## src/bas_pkg.sv

```systemverilog
package bas_pkg;
    localparam int ADDR_W         = 24;
    localparam int DATA_W         = 16;
    localparam int OP_W           = 64;
    // operand sizes
    typedef enum logic [1:0] {
        BAS_SZ_BYTE,
        BAS_SZ_WORD,
        BAS_SZ_DWORD,
        BAS_SZ_QWORD
    } bas_size_e;
    // hbe_n / a0 per cycle kind
    localparam logic [1:0] KIND_EVEN_BYTE = 2'h2;
    localparam logic [1:0] KIND_ODD_BYTE  = 2'h1;
    localparam logic [1:0] KIND_EVEN_WORD = 2'h0;
    localparam logic [3:0] CYC_FIRST_LEN  = 4'h4;
    localparam logic [1:0] SYNC_STAGES    = 2'h1;
    localparam logic [3:0] STATUS_RESET   = 4'h0;
    localparam logic [3:0] BYTE_CNT_DW    = 4'h4;
endpackage

```

## src/bas_lane_if.sv

```systemverilog
`timescale 1ns/1ps
`default_nettype none
interface bas_lane_if;
    logic [1:0]  kind;
    logic [2:0]  byte_idx;
    logic [63:0] op_data;
    logic [15:0] lanes;
    logic [1:0]  lane_oe;
    modport ctl (output kind, output byte_idx, output op_data,
                 input lanes, input lane_oe);
    modport steer (input kind, input byte_idx, input op_data,
                   output lanes, output lane_oe);
endinterface
`default_nettype wire

```

## src/bas_lane_steer.sv

```systemverilog
`timescale 1ns/1ps
`default_nettype none
module bas_lane_steer
    import bas_pkg::*;
(
    bas_lane_if.steer lif    // cycle kind and operand in, lanes out
);
    logic [7:0] b0;
    logic [7:0] b1;
    always_comb begin
        b0 = lif.op_data[{lif.byte_idx, 3'h0} +: 8];
        b1 = lif.op_data[{lif.byte_idx + 3'h1, 3'h0} +: 8];
        lif.lanes   = 16'h0000;
        lif.lane_oe = 2'h0;
        unique case (lif.kind)
            KIND_ODD_BYTE: begin
                lif.lanes   = {b0, 8'h00};
                lif.lane_oe = 2'h2;
            end
            KIND_EVEN_BYTE: begin
                lif.lanes   = {8'h00, b0};
                lif.lane_oe = 2'h1;
            end
            default: begin
                lif.lanes   = {b1, b0};
                lif.lane_oe = 2'h3;
            end
        endcase
    end
endmodule
`default_nettype wire

```

## src/bas_seq.sv

```systemverilog
`timescale 1ns/1ps
`default_nettype none
// Behaviour
// - 24-bit byte address, any alignment
// - low bank a0 low, high bank hbe
// - three cycle kinds by hbe and a0
// - multi-cycle operands run back to back
// - odd word and dword splitting
// - even dword two word cycles
// - quad word as two dword halves
// - float bus before grant acknowledge
// - ale high from T4 while granted
// - follow requester strobes while granted
// - request removal ends the grant
// - finish cycle; idle grants next clock
// - late request lets one cycle start
// - internal started cycle delays grant
// - cycle status undefined while granted
// - interlock held across grant
// - pulse begin output per instruction
// - status timed by execution section
// - user output follows psr user bit
// - interlock during locked bit ops
// - user high, supervisor low
// - single synchroniser stage on request
module bas_seq
    import bas_pkg::*;
(
    input  wire logic        clk,                 // 25 MHz bus clock
    input  wire logic        rst_b,               // async reset, low
    input  wire logic        op_req,              // start operand access
    input  wire logic [23:0] op_addr,             // operand byte address
    input  wire logic [1:0]  op_size,             // bas_size_e code
    input  wire logic        op_write,            // 1 = write
    input  wire logic [63:0] op_wdata,            // write operand
    output logic             op_busy,             // access in progress
    output logic             op_half_done,        // quad low half finished
    input  wire logic        op_half_go,          // start quad upper half
    output logic             op_done,             // access finished pulse
    input  wire logic        instr_start,         // execution begins insn
    input  wire logic        psr_user,            // psr user bit
    input  wire logic        locked_insn,         // set/clear bit locked
    input  wire logic [3:0]  cyc_status_in,       // status from core
    input  wire logic        bus_req_n,           // hold request pin
    output logic             bus_grant_ack_n,     // hold acknowledge
    output logic [15:0]      addr_data_bus_o,     // ad out
    output logic [15:0]      addr_data_bus_oe,    // ad enables
    output logic [7:0]       upper_address_o,     // upper_address
    output logic             upper_address_oe,    // upper_address enable
    output logic             addr_bit_zero,       // a0
    output logic             high_byte_enable_n,  // hbe out
    output logic             high_byte_enable_oe, // hbe enable
    output logic             address_strobe_n_o,  // ads out
    output logic             address_strobe_n_oe, // ads enable
    input  wire logic        address_strobe_n_i,  // ads in (granted)
    output logic             data_direction_n_o,  // data_direction_n out
    output logic             data_direction_n_oe, // data_direction_n enable
    input  wire logic        data_direction_n_i,  // data_direction_n in (granted)
    output logic             ale,                 // address latch enable
    output logic             timing_state_out_n,  // tso
    output logic             data_buffer_en_n,    // dbe
    output logic             rd_n,                // read strobe
    output logic             wr_n,                // write strobe
    output logic [3:0]       cycle_status,        // cycle_status
    output logic             instr_begin_pulse_n, // pfs
    output logic             user_mode,           // u/s
    output logic             interlock_active_n   // ilo
);
    import bas_pkg::*;

    typedef enum {
        BAS_IDLE, BAS_T1, BAS_T2, BAS_T3, BAS_T4, BAS_HALF, BAS_GRANT
    } bas_st_e;

    bas_st_e     st_q;
    logic        req_sync_q;
    logic [23:0] addr_q;
    logic [3:0]  left_q;
    logic [2:0]  bidx_q;
    logic        wr_q;
    logic        quad_q;
    logic [63:0] data_q;
    logic [1:0]  kind_d;
    logic        ext_t_q;
    logic        ads_i_s1_q;
    logic        ads_i_q;
    logic        data_direction_n_s1_q;
    logic        data_direction_n_q;
    logic [1:0]  ext_ph_q;
    logic [3:0]  total_d;

    bas_lane_if lif();
    bas_lane_steer u_steer (.lif(lif));

    always_ff @(posedge clk or negedge rst_b) begin
        if (!rst_b) req_sync_q <= 1'b1;
        else        req_sync_q <= bus_req_n;
    end

    // kind from address and bytes left
    always_comb begin
        if (addr_q[0])         kind_d = KIND_ODD_BYTE;
        else if (left_q == 4'h1) kind_d = KIND_EVEN_BYTE;
        else                   kind_d = KIND_EVEN_WORD;
    end

    always_comb begin
        unique case (op_size)
            2'h0:    total_d = 4'h1;
            2'h1:    total_d = 4'h2;
            default: total_d = BYTE_CNT_DW;
        endcase
    end

    assign lif.kind     = kind_d;
    assign lif.byte_idx = bidx_q;
    assign lif.op_data  = data_q;

    // main cycle sequencer
    always_ff @(posedge clk or negedge rst_b) begin
        if (!rst_b) begin
            st_q   <= BAS_IDLE;
            addr_q <= 24'h000000;
            left_q <= 4'h0;
            bidx_q <= 3'h0;
            wr_q   <= 1'b0;
            quad_q <= 1'b0;
            data_q <= 64'h0;
        end else begin
            unique case (st_q)
                BAS_IDLE: begin
                    if (!req_sync_q) st_q <= BAS_GRANT;
                    else if (op_req) begin
                        addr_q <= op_addr;
                        left_q <= total_d;
                        bidx_q <= 3'h0;
                        wr_q   <= op_write;
                        quad_q <= (op_size == 2'h3);
                        data_q <= op_wdata;
                        st_q   <= BAS_T1;
                    end
                end
                BAS_T1: st_q <= BAS_T2;
                BAS_T2: st_q <= BAS_T3;
                BAS_T3: st_q <= BAS_T4;
                BAS_T4: begin
                    if (kind_d == KIND_EVEN_WORD) begin
                        addr_q <= addr_q + 24'h2;
                        left_q <= left_q - 4'h2;
                        bidx_q <= bidx_q + 3'h2;
                    end else begin
                        addr_q <= addr_q + 24'h1;
                        left_q <= left_q - 4'h1;
                        bidx_q <= bidx_q + 3'h1;
                    end
                    if (!req_sync_q) st_q <= BAS_GRANT;
                    else if (left_q > 4'h2 || (left_q == 4'h2
                             && kind_d == KIND_ODD_BYTE))
                        st_q <= BAS_T1;
                    else if (quad_q) st_q <= BAS_HALF;
                    else st_q <= BAS_IDLE;
                end
                // upper half at A+4 after gap
                BAS_HALF: begin
                    if (!req_sync_q) st_q <= BAS_GRANT;
                    else if (op_half_go) begin
                        quad_q <= 1'b0;
                        left_q <= BYTE_CNT_DW;
                        st_q   <= BAS_T1;
                    end
                end
                BAS_GRANT: begin
                    if (req_sync_q)
                        st_q <= (left_q != 4'h0) ? BAS_T1
                              : (quad_q ? BAS_HALF : BAS_IDLE);
                end
                default: st_q <= BAS_IDLE;
            endcase
        end
    end

    // the odd dword/quad end case: T4 leaves left 0 after final byte
    always_ff @(posedge clk or negedge rst_b) begin
        if (!rst_b) begin
            op_busy      <= 1'b0;
            op_done      <= 1'b0;
            op_half_done <= 1'b0;
        end else begin
            op_busy <= (st_q != BAS_IDLE) || op_req;
            op_done <= (st_q == BAS_T4) && !quad_q &&
                       (left_q == 4'h1 || (left_q == 4'h2 &&
                        kind_d == KIND_EVEN_WORD));
            op_half_done <= (st_q == BAS_T4) && quad_q &&
                       (left_q == 4'h1 || (left_q == 4'h2 &&
                        kind_d == KIND_EVEN_WORD));
        end
    end

    // external cycle tracking while granted, inputs double synced
    always_ff @(posedge clk or negedge rst_b) begin
        if (!rst_b) begin
            ads_i_s1_q <= 1'b1;
            ads_i_q    <= 1'b1;
            data_direction_n_s1_q  <= 1'b1;
            data_direction_n_q     <= 1'b1;
            ext_ph_q   <= 2'h0;
            ext_t_q    <= 1'b0;
        end else begin
            ads_i_s1_q <= address_strobe_n_i;
            ads_i_q    <= ads_i_s1_q;
            data_direction_n_s1_q  <= data_direction_n_i;
            data_direction_n_q     <= data_direction_n_s1_q;
            if (st_q != BAS_GRANT) begin
                ext_ph_q <= 2'h0;
                ext_t_q  <= 1'b0;
            end else if (!ads_i_q && !ext_t_q) begin
                ext_ph_q <= 2'h0;
                ext_t_q  <= 1'b1;
            end else if (ext_t_q) begin
                ext_ph_q <= ext_ph_q + 2'h1;
                if (ext_ph_q == 2'h3) ext_t_q <= 1'b0;
            end
        end
    end

    // pin drivers
    always_ff @(posedge clk or negedge rst_b) begin
        if (!rst_b) begin
            addr_data_bus_o     <= 16'h0000;
            addr_data_bus_oe    <= 16'h0000;
            upper_address_o     <= 8'h00;
            upper_address_oe    <= 1'b0;
            addr_bit_zero       <= 1'b0;
            high_byte_enable_n  <= 1'b1;
            high_byte_enable_oe <= 1'b0;
            address_strobe_n_o  <= 1'b1;
            address_strobe_n_oe <= 1'b0;
            data_direction_n_o  <= 1'b1;
            data_direction_n_oe <= 1'b0;
            ale                 <= 1'b0;
            timing_state_out_n  <= 1'b1;
            data_buffer_en_n    <= 1'b1;
            rd_n                <= 1'b1;
            wr_n                <= 1'b1;
            bus_grant_ack_n     <= 1'b1;
        end else begin
            if (st_q == BAS_GRANT || (st_q != BAS_T1 && st_q != BAS_T2 &&
                st_q != BAS_T3 && !req_sync_q)) begin
                addr_data_bus_oe    <= 16'h0000;
                upper_address_oe    <= 1'b0;
                high_byte_enable_oe <= 1'b0;
                address_strobe_n_oe <= 1'b0;
                data_direction_n_oe <= 1'b0;
                address_strobe_n_o  <= 1'b1;
                ale                 <= 1'b1;
                bus_grant_ack_n     <= (st_q != BAS_GRANT) || req_sync_q;
                timing_state_out_n  <= !(ext_t_q && ext_ph_q != 2'h3);
                data_buffer_en_n    <= !(ext_t_q && ext_ph_q != 2'h0);
                rd_n <= !(ext_t_q && ext_ph_q != 2'h0 && !data_direction_n_q);
                wr_n <= !(ext_t_q && ext_ph_q != 2'h0 && data_direction_n_q);
            end else begin
                bus_grant_ack_n     <= 1'b1;
                upper_address_oe    <= 1'b1;
                high_byte_enable_oe <= 1'b1;
                address_strobe_n_oe <= 1'b1;
                data_direction_n_oe <= 1'b1;
                data_direction_n_o  <= wr_q;
                high_byte_enable_n  <= kind_d[1];
                addr_bit_zero       <= kind_d[0];
                upper_address_o     <= addr_q[23:16];
                address_strobe_n_o  <= !(st_q == BAS_T1);
                ale                 <= (st_q == BAS_T1);
                timing_state_out_n  <= !(st_q == BAS_T2 || st_q == BAS_T3);
                data_buffer_en_n    <= !(st_q == BAS_T2 || st_q == BAS_T3);
                rd_n <= !((st_q == BAS_T2 || st_q == BAS_T3) && !wr_q);
                wr_n <= !((st_q == BAS_T2 || st_q == BAS_T3) && wr_q);
                if (st_q == BAS_T1) begin
                    addr_data_bus_o  <= addr_q[15:0];
                    addr_data_bus_oe <= 16'hffff;
                end else if ((st_q == BAS_T2 || st_q == BAS_T3) && wr_q)
                begin
                    addr_data_bus_o  <= lif.lanes;
                    addr_data_bus_oe <= {{8{lif.lane_oe[1]}},
                                         {8{lif.lane_oe[0]}}};
                end else begin
                    addr_data_bus_oe <= 16'h0000;
                end
            end
        end
    end

    always_ff @(posedge clk or negedge rst_b) begin
        if (!rst_b) begin
            instr_begin_pulse_n <= 1'b1;
            user_mode           <= 1'b0;
            interlock_active_n  <= 1'b1;
            cycle_status        <= STATUS_RESET;
        end else begin
            instr_begin_pulse_n <= !instr_start;
            user_mode           <= psr_user;
            interlock_active_n  <= !locked_insn;
            // held value is meaningless while granted
            cycle_status        <= cyc_status_in;
        end
    end

    // a_grant_float guards bus release
    a_grant_float: assert property (@(posedge clk) disable iff (!rst_b)
        !bus_grant_ack_n |-> addr_data_bus_oe == 16'h0000
            && !upper_address_oe && !high_byte_enable_oe
            && !address_strobe_n_oe && !data_direction_n_oe)
        else $error("bus driven while granted");
    a_ale_granted: assert property (@(posedge clk) disable iff (!rst_b)
        !bus_grant_ack_n |-> ale)
        else $error("ale low during grant");
    a_idle_grant_fast: assert property (@(posedge clk) disable iff (!rst_b)
        st_q == BAS_IDLE && !req_sync_q |=> st_q == BAS_GRANT ##1
            !bus_grant_ack_n)
        else $error("idle grant late");
    a_grant_release: assert property (@(posedge clk) disable iff (!rst_b)
        st_q == BAS_GRANT && req_sync_q |=> st_q != BAS_GRANT ##1
            bus_grant_ack_n)
        else $error("grant not released");
    a_no_mid_grant: assert property (@(posedge clk) disable iff (!rst_b)
        st_q == BAS_T2 |=> st_q == BAS_T3 ##1 st_q == BAS_T4)
        else $error("cycle cut short");
    a_kind_legal: assert property (@(posedge clk) disable iff (!rst_b)
        bus_grant_ack_n && high_byte_enable_oe |->
            !(high_byte_enable_n && addr_bit_zero))
        else $error("illegal hbe a0 pair");
    a_pulse_once: assert property (@(posedge clk) disable iff (!rst_b)
        $rose(instr_start) |=> !instr_begin_pulse_n)
        else $error("begin pulse missing");
    a_user_follow: assert property (@(posedge clk) disable iff (!rst_b)
        ##1 user_mode == $past(psr_user))
        else $error("user output wrong");
    a_lock_hold: assert property (@(posedge clk) disable iff (!rst_b)
        locked_insn |=> !interlock_active_n)
        else $error("interlock dropped");
    a_back_to_back: assert property (@(posedge clk) disable iff (!rst_b)
        st_q == BAS_T4 && req_sync_q && left_q > 4'h2 |=>
            st_q == BAS_T1)
        else $error("idle inserted");
    c_grant: cover property (@(posedge clk) !bus_grant_ack_n);
    c_odd_word: cover property (@(posedge clk)
        st_q == BAS_T1 && kind_d == KIND_ODD_BYTE);
    c_quad_gap: cover property (@(posedge clk) st_q == BAS_HALF);
endmodule
`default_nettype wire

```

## config.mk

```make
export PLATFORM = sky130hd
export DESIGN_NAME = bas_seq
export DESIGN_NICKNAME = d
export VERILOG_FILES = /design/src/bas_pkg.sv /design/src/bas_lane_if.sv /design/src/bas_lane_steer.sv /design/src/bas_seq.sv
export SDC_FILE = /design/constraint.sdc
export NUM_CORES = 1
export LEC_CHECK = 0
export ABC_AREA = 1
export BUFFER_PORTS_ARGS = -buffer_cell sky130_fd_sc_hd__buf_4
export CORE_UTILIZATION = 40
export DETAILED_ROUTE_END_ITERATION = 10
export PLACE_DENSITY_LB_ADDON = 0.12
export SETUP_SLACK_MARGIN = 0.05
export SYNTH_ARGS = -nofsm -noshare
export SYNTH_HDL_FRONTEND = slang
export SYNTH_SLANG_ARGS = --single-unit
```

## constraint.sdc

```tcl
create_clock -name clk -period 1.9 [get_ports clk]
set_input_delay 0 -clock clk [delete_from_list [all_inputs] [get_ports clk]]
set_output_delay 0 -clock clk [all_outputs]
set_load 0.03 [all_outputs]
```

==> run_results.csv, run 1 <==
group,metric,value,unit
flow_run,max_cap_viol_count,0,
setup_path,critical_path_arrival,2.05,ns
placed_design,numPortBuffers,168,
worst_hold_path,hp-class,"input port to async pin",
route,first_iter_violations,585,
global_route,grt_pass1_vias,8087,
setup_path,critical_path_class,"register to register",
clock_tree,cts_buffer_depth,2,
logic_synthesis,synth_ff_type,"dfrtp_1",
placed_design,gp_congestion,0.8954,
setup_path,cp-end-kind,"register",
sta,grt_setup_unrepaired,"true",
clock_tree,clk-insertion-delay-late,0.43,ns
route,wl_per_cell,15.81,µm
global_route,grt_pass1_wl,42620,µm
global_route,grt_max_degree,63,
global_route,antenna_found_initial,1,
logic_synthesis,yosys_warnings,0,
logic_synthesis,yosysMostFrequentCell,"nand2_1",
floorplanning,die_h,147.7,µm
setup_path,cp_max_fo,8,
logic_synthesis,synthSimpleGateAreaFrac,25.93,%
sta,fin_ws,0.1664,ns
setup_path,crit_path_max_incr_delay,0.41,ns
floorplanning,num_rows,52,
logic_synthesis,synth_top_family_by_area,"simple AND/OR/NAND/NOR gates",
logic_synthesis,synth_common_cells,"nand2_1, dfrtp_1, o21ai_0",
setup_path,crit_family,"buffers and inverters",
logic_synthesis,ys_ff_latch,155,
logic_synthesis,synth_compound_area_share,16.06,%
floorplanning,coreArea,20490,µm²
logic_synthesis,synth_edf_count,0,
floorplanning,initial_utilization,41.44,%
logic_synthesis,avgSynthCellArea,7.638,µm²
route,ant_nets,0,
placed_design,dp_slack,0.1117,ns
sta,worstMarginPinSlew,0.4750,ns
power,cellPowerDensity,1652,nW/µm²
logic_synthesis,synth_top_cell_by_area,"dfrtp_1",
logic_synthesis,syn_area,8493,µm²
sta,skew,0.01112,ns
power,ir_drop,0.6804,mV
logic_synthesis,ys_seq_area_share,45.89,%
floorplanning,die_area,21820,µm²
final_layout,synthToLayoutAreaGrowth,38.72,%
route,first_pass_iters,5,
logic_synthesis,synth.area.top_cells,"dfrtp_1, nand2_1, o21ai_0",
sta,fmax,576.8,MHz
logic_synthesis,synthArstFlopShare,100.0,%
run_status,status,"complete, no violations",
global_route,grt_usage,25.27,%
global_route,overflow,0,
logic_synthesis,synth_nets,1227,
placed_design,postPlaceCellArea,10130,µm²
setup_path,rr_worst_depth,11,
clock_tree,cts_tree,"built",
sta,hold_viol,0,
setup_path,cp_num_buf_inv,4,
clock_tree,cts_buffers,17,
final_layout,fin_nets,1496,
sta,tns,0,ns
sta,maxSlewHeadroom,68.22,%
route,via_per_inst,5.049,
route,post-route-drc-count,0,
sta,post-route-period-util,91.24,%
logic_synthesis,post_synth_mux_area_share,0,%
logic_synthesis,synth_cells,1112,
clock_tree,path_clk_slew,0.07,ns
sta,min_period,1.734,ns
clock_tree,cts-htree-levels,4,
logic_synthesis,synth_adder_area_share,1.473,%
sta,slew_viol_final,0,
setup_path,crit_chain,"inv_2 > ha_2 > nand2_2 > nand2_1 > buf_4 > nor2_2 > buf_4 > nand3_1 > nand3_1 > o21bai_1 > inv_1",
final_layout,drive_gt1_share,21.74,%
route,wirelength,26330,µm
setup_path,cp.required,2.21,ns
power,leakagePower,5.624,nW
clock_tree,cts_sinks,155,
sta,setup_viol,0,
final_layout,finalInstanceArea,11780,µm²
setup_path,cp_num_cells,11,
logic_synthesis,synth_top_area_share,41.25,%
clock_tree,root_buffer,"clkbuf_16",
floorplanning,ioPinCount,169,
setup_path,slowest_stage,"dfrtp_1",
sta,whs,0.01508,ns
route,vias,8406,
floorplanning,die_x,147.7,µm
setup_path,critPathLaunchType,"register",
placed_design,detailed_place_hpwl,19400,µm
logic_synthesis,ys_types,49,
logic_synthesis,synth-xor-area-share,0.6040,%
-- state kept, by name, summed over array words and instances (netlist names), 2 cells and up --
register / cells
st_q: 3
upper_address_o: 8
addr_data_bus_o: 16
addr_data_bus_oe: 2
ext_ph_q: 2
data_q: 64
addr_q: 24
bidx_q: 3
cycle_status: 4
left_q: 4
-- logic make-up (layout without fill, tap and decap cells) --
group           count (synthesis)  in the layout
xor+xnor                        5              5
compound gates                241            241
flops                         155            155
other cells                     0              1
simple gates                  512            512
buf+inv                       189            471
fa+ha+maj                      10             10
-- stage by stage --
stage / power (mW) / utilization (%) / std cells
finish: 19.46 / 57.48 / 1665
global route: 21.00 / 57.47 / 1664
CTS: 19.39 / 57.22 / 1663
detailed placement: 15.89 / 49.45 / 1527
global placement: 15.83 / 49.45 / 1527
floorplan: 12.40 / - / 1112
-- layout make-up --
class,instances,area (µm²)
clock buffer,17,425.4
multi-input combinational,768,3777
inverter,120,455.4
fill,1912,8713
clock inverter,15,126.4
antenna,1,2.502
sequential,155,3899
tap,270,337.8
timing repair buffer,319,2758
-- cell usage in the layout (no fill, tap or decap), types with 8 or more instances in the layout --
master,n
a21oi_1,51
buf_4,204
clkbuf_16,17
dfrtp_1,139
dfstp_2,15
dlygate4sd3_1,104
ha_1,8
inv_1,109
inv_2,8
nand2_1,316
nand3_1,73
nand3b_1,11
nand4_1,13
nor2_1,67
o211ai_1,36
o21ai_0,120
o21ai_1,10
-- worst paths after layout --
path	from	end	slack, ns
worst min-delay path	rst_b	user_mode$_DFF_PN0_	0.02
worst min register to register	ads_i_s1_q$_DFF_PN1_	ads_i_q$_DFF_PN1_	0.36
worst max register to register	left_q[1]$_DFFE_PN0P_	addr_data_bus_o[8]$_DFFE_PN0P_	0.17
worst max-delay path	left_q[1]$_DFFE_PN0P_	addr_data_bus_o[8]$_DFFE_PN0P_	0.17
max in group asynchronous	rst_b	address_strobe_n_o$_DFF_PN1_	1.22
min in group clk	locked_insn	interlock_active_n$_DFF_PN1_	0.21
-- repair_timing --
action	4_1_cts	5_1_grt
setup buffers	0	1
gates resized for setup	0	11
hold endpoints to repair	248	0
setup endpoints to repair	0	32
hold buffers	104	0
-- where the power goes --
group	switching [mW]	leakage [nW]	internal, mW
Combinational	6.41	3.49	3.80
Sequential	1.18	1.87	4.78
Clock	1.58	0.263	1.72
-- metal layers --
layer	track usage (%)	part of all wire (%)
met5	0	0
met3	3.889	6.0
met2	37.95	43
met4	7.062	1.7
met1	37.61	49
Power figures use the tool's default switching activity.
==> run 2, diff against run 1 <==
--- a/config.mk
+++ b/config.mk
@@ -5,7 +5,7 @@
 export SDC_FILE = /design/constraint.sdc
 export NUM_CORES = 1
 export LEC_CHECK = 0
-export ABC_AREA = 1
+export ABC_AREA = 0
 export BUFFER_PORTS_ARGS = -buffer_cell sky130_fd_sc_hd__buf_4
 export CORE_UTILIZATION = 40
 export DETAILED_ROUTE_END_ITERATION = 10
==> run 2 against run 1 <==
Net effect: clock-buffer cell count increased by 1; setup slack got worse by 0.14 ns; cell area grew 1.2%; sequential cell count stayed put; clock skew decreased by 0.0011 ns; clock power up 2%; maximum frequency is 7.4% lower; sequential share of layout area shrank 0.34 points; global-route usage fell by 1.6 points; highest routed layer unchanged.
==> run_results.csv, run 2 <==
group,metric,value,unit
sta,hold_viol,0,
final_layout,synthToLayoutAreaGrowth,46.65,%
clock_tree,cts_buffers,17,
final_layout,largest_register_ffs,64,
power,p_seq_share,31.1,%
clock_tree,path_clk_slew,0.07,ns
setup_path,crit_chain,"ha_4 > or3b_4 > nand3_4 > buf_4 > a2111oi_4 > a31o_1 > a21oi_1",
final_layout,final_cell_mix,"buf_4, nand2_1, dfrtp_1",
route,ant_nets,0,
power,switching_share,41.54,%
placed_design,numPortBuffers,168,
logic_synthesis,synth_common_cells,"nand2_1, dfrtp_1, nor2_1",
logic_synthesis,synth_ff_type,"dfrtp_1",
route,first_iter_violations,374,
floorplanning,initial_utilization,41.21,%
final_layout,fin_nets,1229,
sta,fmax,534.2,MHz
setup_path,slowest_stage,"dfrtp_2",
sta,post-route-period-util,98.53,%
logic_synthesis,avgSynthCellArea,10.02,µm²
setup_path,crit_path_max_incr_delay,0.44,ns
setup_path,critPathLaunchType,"register",
clock_tree,root_buffer,"clkbuf_16",
sta,fin_ws,0.02790,ns
setup_path,cp_max_fo,6,
power,p_int,11.24,mW
final_layout,regMostFlops,"data_q",
logic_synthesis,syn_area,8127,µm²
placed_design,dp_slack,-0.03308,ns
power,totalPowerFinal,19.23,mW
final_layout,drive_gt1_share,34.69,%
logic_synthesis,ys_types,75,
floorplanning,die_area,20890,µm²
global_route,grt_usage,23.71,%
power,leakagePower,5.442,nW
clock_tree,cts_tree,"built",
worst_hold_path,hp-class,"input port to async pin",
placed_design,gp_congestion,0.8443,
power,p_switching,7.987,mW
sta,grt_setup_unrepaired,"true",
placed_design,post-place-cells,1246,
logic_synthesis,synth_top_area_share,43.11,%
route,wirelength,23900,µm
logic_synthesis,synth_nets,926,
global_route,overflow,0,
global_route,grt_pass1_vias,6976,
final_layout,layout.cells.non_filler,1392,
floorplanning,die_x,144.5,µm
logic_synthesis,synth.area.top_cells,"dfrtp_1, nand2_1, mux4_2",
setup_path,cp.required,2.22,ns
global_route,antenna_found_initial,0,
setup_path,critical_path_arrival,2.19,ns
setup_path,crit_family,"compound AO/OA/AOI/OAI gates",
flow_run,max_cap_viol_count,0,
route,wl_per_cell,17.17,µm
logic_synthesis,yosys_warnings,0,
sta,maxSlewHeadroom,69.21,%
floorplanning,coreArea,19720,µm²
sta,min_period,1.872,ns
route,vias,7120,
floorplanning,die_h,144.5,µm
clock_tree,cts_sinks,155,
sta,whs,0.06329,ns
global_route,grt_max_degree,54,
power,pwr-share-comb,51.5,%
final_layout,final_common_cell,"buf_4",
power,clkPwrFrac,17.4,%
clock_tree,cts-htree-levels,4,
sta,skew,0.009970,ns
power,ir_drop,0.7680,mV
power,cellPowerDensity,1613,nW/µm²
run_status,status,"complete, no violations",
placed_design,detailed_place_hpwl,16530,µm
clock_tree,clk-insertion-delay-late,0.43,ns
final_layout,largestRegisters,"data_q (64), addr_q (24), addr_data_bus_o (16)",
setup_path,cp-end-kind,"register",
logic_synthesis,synthArstFlopShare,100.0,%
setup_path,critical_path_class,"register to register",
floorplanning,ioPinCount,169,
logic_synthesis,ys_ff_latch,155,
logic_synthesis,ys_seq_area_share,47.96,%
logic_synthesis,yosysMostFrequentCell,"nand2_1",
final_layout,antennaDiodeCount,0,
route,post-route-drc-count,0,
logic_synthesis,synth_top_cell_by_area,"dfrtp_1",
clock_tree,cts_buffer_depth,2,
logic_synthesis,synth_edf_count,0,
floorplanning,num_rows,51,
setup_path,cp_num_buf_inv,1,
route,via_per_inst,5.115,
route,first_pass_iters,5,
global_route,grt_pass1_wl,37310,µm
setup_path,rr_worst_depth,7,
setup_path,cp_num_cells,7,
sta,worstMarginPinSlew,0.4619,ns
sta,setup_viol,0,
logic_synthesis,synth_cells,811,
sta,slew_viol_final,0,
==> run 2: cell types whose count changed after synthesis, moves of 24 or more <==
cell,delta
o21ai_0,-94
nand2_1,-91
inv_1,-89
nand3_1,-59
a21oi_1,-37
o211ai_1,-33
mux2i_1,+30
mux4_2,+24
==> run 2: path summary, 6_finish.rpt <==
kind	startpoint	to	slack (ns)
max	left_q[0]$_DFFE_PN0P_	addr_q[22]$_DFFE_PN0P_	0.03
min	rst_b	st_q[0]$_DFFE_PN0P_	0.06
max reg2reg	left_q[0]$_DFFE_PN0P_	addr_q[22]$_DFFE_PN0P_	0.03
min reg2reg	ads_i_s1_q$_DFF_PN1_	ads_i_q$_DFF_PN1_	0.36
max in group asynchronous	rst_b	address_strobe_n_o$_DFF_PN1_	1.13
min in group clk	op_addr[21]	addr_q[21]$_DFFE_PN0P_	0.09
==> run 2: what timing repair did <==
item | in CTS | in global routing
cloned | 1 | 1
endpoints found under the hold margin | 245 | 0
setup buffers | 3 | 6
hold buffers | 103 | 0
endpoints found under the setup margin | 23 | 37
gates resized for setup | 10 | 38
pin swaps | 5 | 16
==> run 2: cell families after synthesis <==
group	Yosys count	share of synthesized area [%]
AO/OA/AOI/OAI	139	12.83
AND/OR/NAND/NOR	350	19.29
multiplexers	67	12.15
buffers and inverters	84	5.497
adder cells (fa/ha/maj)	10	1.540
flip-flops	155	47.96
XOR/XNOR	6	0.7391
==> run 2: layer usage <==
layer	part of all wire [%]	routed length, µm	GRT usage (%)	vias up
li1	-	-	-	3450
met2	49	11730	39.09	209
met5	0	0	0	-
met4	1.2	278	6.205	0
met1	45	10840	32.04	3443
met3	4.4	1061	4.272	18
==> run 2: layout make-up <==
cell class              instances  area (µm²)
repair buffers                347        3050
well taps                     265       331.6
clock inverters                14       126.4
fillers                      1708        7800
inverters                      21       82.58
flip-flops and latches        155        3904
multi-input cells             572        3973
clock buffers                  18       450.4
==> run 2: power by group through the flow <==
stage | combinational (mW) | clock (mW) | sequential (mW)
global route | 10.8 | 3.58 | 6.16
global placement | 9.05 | 0 | 5.97
finish | 9.91 | 3.35 | 5.97
detailed placement | 9.14 | 0 | 5.99
floorplan | 5.56 | 0 | 6.28
CTS | 9.56 | 3.42 | 5.95
==> run 2: stage by stage <==
| stage | setup TNS [ns] | util [%] | area (µm²) |
|---|---|---|---|
| after CTS | 0 | 59.39 | 11710 |
| after global routing | -0.2924 | 60.44 | 11920 |
| after floorplan | 0 | - | 8130 |
| after detailed placement | -0.05474 | 50.68 | 9992 |
| final | 0 | 60.44 | 11920 |
| after global placement | -0.08130 | 50.68 | 9992 |
